<file path="src/verilog/pmc_cfg.svh">
// Constants of the power mode controller: timing counts and control fields.
`ifndef PMC_CFG_SVH
`define PMC_CFG_SVH
// Clock period in nanoseconds of i_mclk.
`define PMC_CLK_NS            50
// Least regulator settling time in nanoseconds before oscillators start.
`define PMC_REG_SETTLE_NS     1000
// Least oscillator start-up time in nanoseconds before the core is released.
`define PMC_OSC_SETTLE_NS     2000
// Settle counts in cycles, rounded up.
`define PMC_REG_SETTLE_CYC    ((`PMC_REG_SETTLE_NS + `PMC_CLK_NS - 1) / `PMC_CLK_NS)
`define PMC_OSC_SETTLE_CYC    ((`PMC_OSC_SETTLE_NS + `PMC_CLK_NS - 1) / `PMC_CLK_NS)
// Register offsets.
`define PMC_ADDR_CTRL         4'h0
`define PMC_ADDR_STATUS       4'h1
// Control register fields.
`define PMC_CTRL_MODE_LSB     0
`define PMC_CTRL_HS_XTAL_BIT  2
`define PMC_CTRL_HS_RC_BIT    3
`define PMC_CTRL_LS_XTAL_BIT  4
// Reset value of the control register: fast RC and slow RC chosen.
`define PMC_CTRL_RESET        8'h08
`endif

</file>
<file path="src/verilog/pmc_pkg.sv">
// Types shared by the power mode controller files.
`default_nettype none
package pmc_pkg;
    // Power modes from active to deepest.
    typedef enum logic [1:0] {
        PMC_ACTIVE    = 2'h0,
        PMC_LIGHT     = 2'h1,
        PMC_REG_OFF   = 2'h2,
        PMC_DEEPEST   = 2'h3
    } pmc_mode_t;

    // Controls driven out to the analog parts.
    typedef struct packed {
        logic regulator_on;      // Digital core regulator enable.
        logic crystal_oscillator;  // Fast crystal oscillator enable.
        logic fast_rc_oscillator;  // Fast RC oscillator enable.
        logic slow_rc_oscillator;  // Slow RC oscillator enable.
        logic watch_crystal;     // Watch crystal oscillator enable.
    } pmc_power_t;

    // Wake sources.
    typedef struct packed {
        logic ext_irq;           // External interrupt pin event.
        logic timer_expiry;      // Sleep timer expiry.
        logic irq_pending;       // Any pending interrupt request.
    } pmc_wake_t;
endpackage
`default_nettype wire

</file>
<file path="src/verilog/pmc_ctrl.sv">
// Power mode controller: selects regulator and oscillators per power mode.
// How it works
// - Four ordered modes, active zero, deepest three.
// - Active mode: regulator on, fast oscillator running.
// - Modes zero to two keep one slow clock.
// - Light sleep: regulator on, fast oscillators stopped.
// - Light and regulator-off sleep wake on events.
// - Regulator-off sleep: regulator off, slow clock runs.
// - Deepest sleep: all off, reset or interrupt wakes.
// - Entering modes two or three clears USB.
// - Data SRAM retention held in modes two, three.
// - Sleep timer runs except in deepest mode.
// - Pending interrupt wakes any sleep mode first.
//
// The address-and-strobe port and the placing of the registers were left to the implementer.
`timescale 1ns/100ps
`default_nettype none
`include "pmc_cfg.svh"
module pmc_ctrl
#(
    parameter int SETTLE_W = 8
)
(
    input  wire logic              i_mclk,
    input  wire logic              i_reset,
    input  wire logic              i_ce,
    input  wire logic [3:0]        i_addr,
    input  wire logic [7:0]        i_wdata,
    input  wire logic              i_wr,
    input  wire logic              i_rd,
    input  wire logic              i_sleep_req,
    input  wire pmc_pkg::pmc_wake_t i_wake,
    output logic [7:0]             o_rdata,
    output pmc_pkg::pmc_power_t    o_power,
    output logic                   o_core_run,
    output logic                   o_sleep_timer_en,
    output logic                   o_usb_reset,
    output logic                   o_sram_retain,
    output logic [1:0]             o_mode
);
    // =====================================================================
    // State
    // =====================================================================
    typedef enum logic [1:0] {
        SEQ_RUN,
        SEQ_SLEEP,
        SEQ_REG_UP,
        SEQ_OSC_UP
    } pmc_seq_t;

    typedef struct packed {
        pmc_seq_t            seq;      // Sequencer step.
        pmc_pkg::pmc_mode_t  mode;     // Present power mode.
        logic [7:0]          ctrl;     // Control register.
        logic [7:0]          rdata;    // Read data register.
        pmc_pkg::pmc_power_t power;    // Analog enables.
        logic                core_run; // Core clock released.
        logic                tmr_en;   // Sleep timer enable.
        logic                usb_rst;  // USB state clear.
        logic                retain;   // SRAM retention enable.
        logic                load;     // Settle counter load pulse.
        logic [SETTLE_W-1:0] count;    // Settle count to load.
    } pmc_state_t;

    pmc_state_t st;       // Registered state.
    pmc_state_t next_st;  // Next state.
    logic       settled;  // Settle delay elapsed.

    // Settle counts cut to the counter width; the check below keeps them whole.
    localparam logic [SETTLE_W-1:0] REG_CYC = SETTLE_W'(`PMC_REG_SETTLE_CYC);
    localparam logic [SETTLE_W-1:0] OSC_CYC = SETTLE_W'(`PMC_OSC_SETTLE_CYC);

    // Refuse a counter too narrow to hold either settle count.
    if ((`PMC_OSC_SETTLE_CYC >= (1 << SETTLE_W)) || (`PMC_REG_SETTLE_CYC >= (1 << SETTLE_W))
        || (`PMC_REG_SETTLE_CYC < 1))
    begin : g_bad_width
        $error("pmc_ctrl: SETTLE_W too narrow for settle counts.");
    end

    // Builds the enables for a mode from the selected oscillators.
    function automatic pmc_pkg::pmc_power_t mode_power(input pmc_pkg::pmc_mode_t m,
                                                        input logic [7:0] c);
        pmc_pkg::pmc_power_t p;
        logic                fast_any;
        p        = '0;
        fast_any = c[`PMC_CTRL_HS_XTAL_BIT] | c[`PMC_CTRL_HS_RC_BIT];
        // Regulator is on in active and light sleep only.
        p.regulator_on = (m == pmc_pkg::PMC_ACTIVE) || (m == pmc_pkg::PMC_LIGHT);
        if (m == pmc_pkg::PMC_ACTIVE)
        begin
            // Fast RC is forced on if firmware picked neither fast source.
            p.crystal_oscillator = c[`PMC_CTRL_HS_XTAL_BIT];
            p.fast_rc_oscillator = c[`PMC_CTRL_HS_RC_BIT] | ~fast_any;
        end
        if (m != pmc_pkg::PMC_DEEPEST)
        begin
            // Exactly one slow clock runs.
            p.watch_crystal      = c[`PMC_CTRL_LS_XTAL_BIT];
            p.slow_rc_oscillator = ~c[`PMC_CTRL_LS_XTAL_BIT];
        end
        return p;
    endfunction

    // =====================================================================
    // Settle delay counter
    // =====================================================================
    pmc_settle #(
        .WIDTH (SETTLE_W)
    ) u_settle (
        .i_mclk  (i_mclk),
        .i_reset (i_reset),
        .i_ce    (i_ce),
        .i_load  (st.load),
        .i_count (st.count),
        .o_done  (settled)
    );

    // =====================================================================
    // Next state
    // =====================================================================
    // Register port, sleep entry and the staged wake-up sequence.
    always_comb
    begin
        logic wake;
        logic deep_wake;
        logic [1:0] req_mode;
        wake      = i_wake.ext_irq | i_wake.timer_expiry | i_wake.irq_pending;
        deep_wake = i_wake.ext_irq | i_wake.irq_pending;
        req_mode  = st.ctrl[`PMC_CTRL_MODE_LSB +: 2];
        next_st         = st;
        next_st.load    = 1'b0;
        next_st.usb_rst = 1'b0;
        next_st.rdata   = 8'h00;
        // Register reads: data appear one cycle after the strobe.
        if (i_rd)
        begin
            if (i_addr == `PMC_ADDR_CTRL)
            begin
                next_st.rdata = st.ctrl;
            end
            else if (i_addr == `PMC_ADDR_STATUS)
            begin
                next_st.rdata = {4'h0, st.core_run, st.power.regulator_on, st.mode};
            end
        end
        // Control writes; unmapped addresses are ignored.
        if (i_wr && (i_addr == `PMC_ADDR_CTRL))
        begin
            next_st.ctrl = i_wdata;
        end
        unique case (st.seq)
            SEQ_RUN:
            begin
                // Oscillator choice in active mode follows the control register.
                next_st.power = mode_power(pmc_pkg::PMC_ACTIVE, st.ctrl);
                // Sleep only on an explicit request to a sleep mode.
                if (i_sleep_req && (req_mode != 2'h0) && !wake)
                begin
                    next_st.mode     = pmc_pkg::pmc_mode_t'(req_mode);
                    next_st.seq      = SEQ_SLEEP;
                    next_st.core_run = 1'b0;
                    next_st.power    = mode_power(pmc_pkg::pmc_mode_t'(req_mode), st.ctrl);
                    next_st.tmr_en   = (req_mode != 2'h3);
                    next_st.usb_rst  = req_mode[1];
                    next_st.retain   = req_mode[1];
                end
            end
            SEQ_SLEEP:
            begin
                // Deepest sleep has no timer, so only interrupts wake it.
                if ((st.mode == pmc_pkg::PMC_DEEPEST) ? deep_wake : wake)
                begin
                    next_st.power.regulator_on = 1'b1;
                    next_st.seq   = SEQ_REG_UP;
                    next_st.load  = 1'b1;
                    next_st.count = REG_CYC;
                end
            end
            SEQ_REG_UP:
            begin
                // Regulator settled: start the active mode oscillators.
                if (settled && !st.load)
                begin
                    next_st.power = mode_power(pmc_pkg::PMC_ACTIVE, st.ctrl);
                    next_st.seq   = SEQ_OSC_UP;
                    next_st.load  = 1'b1;
                    next_st.count = OSC_CYC;
                end
            end
            SEQ_OSC_UP:
            begin
                // Oscillators stable: release the core in active mode.
                if (settled && !st.load)
                begin
                    next_st.seq      = SEQ_RUN;
                    next_st.mode     = pmc_pkg::PMC_ACTIVE;
                    next_st.core_run = 1'b1;
                    next_st.tmr_en   = 1'b1;
                    next_st.retain   = 1'b0;
                    next_st.ctrl[`PMC_CTRL_MODE_LSB +: 2] = 2'h0;
                end
            end
        endcase
    end

    // =====================================================================
    // Registers
    // =====================================================================
    // Reset returns to active mode with default oscillators.
    always_ff @(posedge i_mclk)
    begin
        if (i_reset)
        begin
            st          <= '0;
            st.seq      <= SEQ_RUN;
            st.mode     <= pmc_pkg::PMC_ACTIVE;
            st.ctrl     <= `PMC_CTRL_RESET;
            st.power    <= '{regulator_on: 1'b1, crystal_oscillator: 1'b0,
                             fast_rc_oscillator: 1'b1, slow_rc_oscillator: 1'b1,
                             watch_crystal: 1'b0};
            st.core_run <= 1'b1;
            st.tmr_en   <= 1'b1;
        end
        else if (i_ce)
        begin
            st <= next_st;
        end
    end

    assign o_rdata          = st.rdata;
    assign o_power          = st.power;
    assign o_core_run       = st.core_run;
    assign o_sleep_timer_en = st.tmr_en;
    assign o_usb_reset      = st.usb_rst;
    assign o_sram_retain    = st.retain;
    assign o_mode           = st.mode;
endmodule
`default_nettype wire

</file>
<file path="src/verilog/pmc_settle.sv">
// Down counter that signals when a settling delay has run out.
`timescale 1ns/100ps
`default_nettype none
module pmc_settle
#(
    parameter int WIDTH = 8
)
(
    input  wire logic             i_mclk,
    input  wire logic             i_reset,
    input  wire logic             i_ce,
    input  wire logic             i_load,
    input  wire logic [WIDTH-1:0] i_count,
    output logic                  o_done
);
    // =====================================================================
    // State
    // =====================================================================
    typedef struct packed {
        logic [WIDTH-1:0] cnt;   // Remaining cycles.
        logic             done;  // High once the count is down to one.
    } pmc_settle_state_t;

    pmc_settle_state_t st;       // Registered state.
    pmc_settle_state_t next_st;  // Next state.

    // Refuse a width that leaves no room to count.
    if (WIDTH < 2)
    begin : g_bad_width
        $error("pmc_settle: WIDTH must be at least 2.");
    end

    // Load restarts the delay; otherwise count down to one and flag done.
    always_comb
    begin
        next_st = st;
        if (i_load)
        begin
            next_st.cnt  = i_count;
            next_st.done = 1'b0;
        end
        else if (st.cnt > {{(WIDTH-1){1'b0}}, 1'b1})
        begin
            next_st.cnt = st.cnt - {{(WIDTH-1){1'b0}}, 1'b1};
        end
        else
        begin
            next_st.done = 1'b1;
        end
    end

    // Register the state when enabled.
    always_ff @(posedge i_mclk)
    begin
        if (i_reset)
        begin
            st <= '{cnt: '0, done: 1'b1};
        end
        else if (i_ce)
        begin
            st <= next_st;
        end
    end

    assign o_done = st.done;
endmodule
`default_nettype wire
</file>
<file path="config.mk">
export PLATFORM = sky130hd
export DESIGN_NAME = pmc_ctrl
export DESIGN_NICKNAME = d
export VERILOG_FILES = /design/src/verilog/pmc_pkg.sv /design/src/verilog/pmc_ctrl.sv /design/src/verilog/pmc_settle.sv
export VERILOG_INCLUDE_DIRS = /design/src /design/src/verilog
export SDC_FILE = /design/constraint.sdc
export NUM_CORES = 1
export LEC_CHECK = 0
export ABC_AREA = 1
export BUFFER_PORTS_ARGS = -buffer_cell sky130_fd_sc_hd__buf_2
export CAP_MARGIN = 10
export CORE_MARGIN = 2
export CORE_UTILIZATION = 39
export DETAILED_ROUTE_END_ITERATION = 7
export PLACE_DENSITY = 0.55
export SYNTH_ARGS = -nofsm -noshare
export SYNTH_HDL_FRONTEND = slang
export SYNTH_SLANG_ARGS = --single-unit
</file>
<file path="constraint.sdc">
create_clock -name i_mclk -period 1.57 [get_ports i_mclk]
set_input_delay 0.314 -clock i_mclk [delete_from_list [all_inputs] [get_ports i_mclk]]
set_output_delay 0.314 -clock i_mclk [all_outputs]
set_load 0.02 [all_outputs]
</file>
Word level (Yosys, flattened, before mapping)
Index checks and enable logic that the tools add are counted.

word-level totals
  input port bits = 21
  output and inout bits = 19
  register bits after elaboration = 47
  logic and storage cells = 93

operators by class
  bitwise operators = 7
  multiplexer cells = 30
  magnitude comparators = 1
  add/sub/neg operators = 1
  equality and inequality tests = 12
  reduce and logical (&&, ||, !) cells = 24

operator list
  kind                                                                    number
  9-bit two-way mux                                                       4
  8-bit two-way mux                                                       3
  9-bit case mux with 2 select lines                                      1
  2-bit two-way mux                                                       7
  4-bit two-way mux                                                       3
  2-bit != test (second input constant)                                   6
  4-bit AND reduction                                                     3
  2-bit nonzero test                                                      5
  8-bit by 1-bit > comparator with 1-bit output (second input constant)   1
  2-bit case mux with 2 select lines                                      2
  2-bit case mux with 4 select lines                                      1
  4-bit case mux with 2 select lines                                      1
  8-bit by 1-bit subtractor with 8-bit output (second input constant)     1
  2-bit equality test (second input constant)                             3
  2-bit AND reduction                                                     3
  1-bit two-way mux                                                       5
  5-bit two-way mux                                                       1
  1-bit bitwise OR                                                        5
  5-bit AND reduction                                                     1
  2-bit by 1-bit equality test with 1-bit output (second input constant)  2
  4-bit by 1-bit equality test with 1-bit output (second input constant)  1
  1-bit logical AND                                                       4
  2-bit logical NOT                                                       2
  4-bit logical NOT                                                       1
  other kinds (7)                                                         9

Depth between registers and ports, before layout
  depth after elaboration = 6
  mapped depth = 10
  mapped depth without buffers = 10

By module
A second synthesis with hierarchy kept.

unflattened totals
  cell total of the unflattened synthesis = 329
  area, all modules = 2302.2 µm²

modules (own cells, without submodules)
  module      times used  sequential area each (µm²)  area each (µm²)  cells an instance
  pmc_ctrl    1           640.6                       1672.9           228
  pmc_settle  1           180.2                       629.4            101

Least setup slack after synthesis
No wires, ideal clock.

  path type = register to register
  start = register st[36] (netlist bit)
  end = register st[37] (netlist bit)
  path buffers = 0
  setup time = 113 ps
  clock period less this slack = 1388 ps
  stages on the path, launching flop included = 9
  arrival = 1276 ps
  setup slack = 182 ps
  required time = 1457 ps
  cell sequence = dfxtp_1 inv_1 ha_1 a21oi_4 nand2_2 inv_1 nand3_1 nand2_1 nor2_1

on the way
  cells in the longest elaborated chain, start to end = 3
  elaborated cells on any way between the ends = 10
  classes of those cells = eq/ne: 7; mux: 1; reduce/logical: 2

ends and longest elaborated chain
  what                                         line             source
  start, declared                              pmc_ctrl.sv:65   pmc_state_t st;
  start signal, assigned                       pmc_ctrl.sv:226  st <= next_st;
  2-bit equality test (tied with other cells)  pmc_ctrl.sv:151  unique case (st.seq)
  2-bit != test (no source line)               -
  5-bit AND reduction (no source line)         -

Several ways; a longest one is shown, not always the timed one.
A chain may end at the register's enable or synchronous reset.

==> impl_metrics.toml <==
[logic_synthesis]
synth.most_common_cell = "nand2_1"
ys_ff_latch = 41
synth_top_cell_by_area = "dfxtp_1"
syn_avg_cell_area_um2 = 7.04
yosys.area.top_type_share_pct = 37.2
syn_area_mm2 = 0.00220
ys_types = 31
syn_nets = 341
synth_edf_count = 0
synth_commonest_cells = "74 x nand2_1, 41 x dfxtp_1, 37 x nor2_1"
yosysSeqAreaShare_pct = 37.2
yosys_warnings = 0
postSynth.asyncResetShare_pct = 0
synth_area_leaders = "dfxtp_1 37%, nand2_1 13%, nor2_1 6.3%"
synth_flop_cell = "dfxtp_1"
synthCells = 313

[floorplan]
io_pins = 40
fp.dieH_um = 79.2
fp.dieW_um = 79.2
row_count = 27
initial_utilization_pct = 40.3
core_mm2 = 0.00547
dieArea_mm2 = 0.00627

[setup_path]
r2r_cells = 8
cp_common_cell = "nand2_1"
slowest_stage = "dfxtp_1"
cp.arrival_ps = 1570
reg2reg_from = "st[37]"
cp-startpoint = "st[37]"
cp-end-kind = "flop"
cpLargestDelayFamily = "flip-flops"
cp.required_ps = 1750
r2r_slack_ps = 170
critPathLaunchType = "flop"
slowest_delay_ps = 390
path_class = "reg -> reg"
rr_endpoint = "o_core_run"
crit_chain = "ha_1, inv_1, a21oi_1, nand2_1, inv_2, nand2_4, nand2_1, o211ai_1"
path_buf_inv = 2
worst-path-max-fanout = 7

[pwr]
clkPwrFrac_pct = 30.1
p_leak_uw = 0.00120
p_sw_uw = 1230
pwr-share-seq_pct = 36.0
comb_power_share_pct = 33.9
p_int_uw = 2240
power_density_mw_per_mm2 = 1360
irDropWorstVdd_mv = 0.777
p_sw_share_pct = 35.5
fin_total_pwr_uw = 3480

[drt]
top_layer = "met4"
drt_wl_total_mm = 4.94
first_iter_violations = 82
via_per_inst = 4.72
met1Wirelength_mm = 2.55
wl_met3_um = 215
routedWlPerCell_um = 11.8
ant_nets = 0
firstDrtPassIters = 4
met2WireLength_mm = 2.15
route.detailed.drc = 0
vias = 1972

[timing]
setup_viol = 0
fmax_ghz = 0.716
slew_violations = 0
worst_pin_slew_ps = 350
finalHoldViolCount = 0
whs_ps = 280
slew_headroom_pct = 76.6
rsz0062_at_grt = "false"
final.setup_skew_ps = 11.1
min_period_ps = 1400
finalCritPeriodShare_pct = 89.0
fin_setup_tns_ps = 0

[final_layout]
drive_gt1_share_pct = 24.0
fin_util_pct = 46.6
layout.nets = 373
fill_cells = 614
areaGrowthSynthToFinish_pct = 15.6
final_area_mm2 = 0.00255
insertedDiodeCount = 0

[outcome]
status = "finished, final reports clean"

[grt]
grt_max_degree = 22
grt_pass1_wl_mm = 8.27
grt_overflow = 0
grt_pass1_vias = 1832
grtUsageTotal_pct = 16.8
grt_antenna_before_repair = 0

[clock_network]
cts.clk_slew.worst_paths_ps = 90
cts_buffer_depth = 2
tritoncts = "done"
numCtsBuffers = 5
clk_latency_ps = 300
cts-root-buf = "clkbuf_8"
cts.htree.levels = 2
clock-sinks = 41

[place]
postPlaceCellArea_mm2 = 0.00240
place_congestion = 0.836
io_buffers = 39
hpwl_mm = 3.75

[worst_hold_path]
hold_path_class = "in -> reg"
hp-start = "i_wdata[7]"
min_path_cells = 3
hold_end = "st[33]"

[run]
drv_cap = 0
cells by family (layout without fill, tap and decap cells):
logic type | count (synthesis) | in the layout | share of synthesized area (%)
and+or+nand+nor | 156 | 156 | 32.0
buffers and inverters | 60 | 93 | 13.5
AOI/OAI and AO/OA | 49 | 49 | 13.3
DFF | 41 | 41 | 37.2
adders and majority gates | 7 | 7 | 3.97
worst reg2reg max path, cell delays in order (launching register included):
cell and delay, ps:
dfxtp_1 390, ha_1 220, inv_1 130, a21oi_1 160, nand2_1 80, inv_2 90, nand2_4 70, nand2_1 60
o211ai_1 80
how the worst max path moves through the flow:
stage | to | cells past startpoint | slack [ps]
2_1_floorplan | st[37] | 8 | 180
3_3_place_gp | st[36] | 8 | 110
3_5_place_dp | st[37] | 8 | 50
4_1_cts | st[37] | 8 | 30
5_1_grt | u_settle.st[6] | 10 | 8
6_report | o_core_run | 8 | 170
layout by cell type, fill, tap and decap left out, drive strengths merged:
cell type   n
nor3b       2
inv        38
nand2      81
dfxtp      41
a21boi      2
o21ai      13
bufinv      2
clkbuf      5
nor2       41
nor3        1
o211ai      2
a22oi       4
ha          7
buf        47
nand3      27
o31ai       1
nand4       4
clkinv      1
a21oi      22
a31oi       5
through the flow:
step,instances,setup WS [ps]
floorplan,313,182
global placement,410,108
detailed placement,410,51.7
CTS,418,34.3
global route,418,8.16
finish,418,173
power groups by stage:
stage               registers (uW)  logic [uW]  clock network (uW)
floorplan                     1250         865                   0
global placement              1260        1130                   0
detailed placement            1270        1150                   0
CTS                           1240        1150                1070
global route                  1270        1380                1120
finish                        1250        1180                1050
cell type report:
| class | count | area [um2] | area share [%] |
|---|---|---|---|
| multi-input cells | 212 | 1100 | 43.1 |
| flip-flops and latches | 41 | 825 | 32.4 |
| repair buffers | 47 | 255 | 10.0 |
| inverters | 38 | 144 | 5.65 |
| well taps | 72 | 90.1 | 3.53 |
| clock buffers | 5 | 68.8 | 2.70 |
| clock inverters | 3 | 68.8 | 2.70 |
routing by layer:
metal  GRT usage [%]  vias up
li1                -     1052
met1            23.0      872
met2            26.4       46
met3            3.52        2
met4            5.69        0
met5               0        -
state kept, by name, summed over array words and instances, names as in the netlist:
| signal | count |
|---|---|
| u_settle.st | 8 |
| u_settle.o_done | 1 |
| o_mode | 2 |
| o_sram_retain | 1 |
| o_usb_reset | 1 |
| st | 13 |
| o_sleep_timer_en | 1 |
| o_power | 5 |
| o_core_run | 1 |
| o_rdata | 8 |
timing repair:
item | 4_1_cts | 5_1_grt
resized for setup | 0 | 7
hold buffers | 0 | 0
setup endpoints to repair | 0 | 12
setup buffers | 0 | 0
No activity file was read; power rests on OpenSTA's default activity.
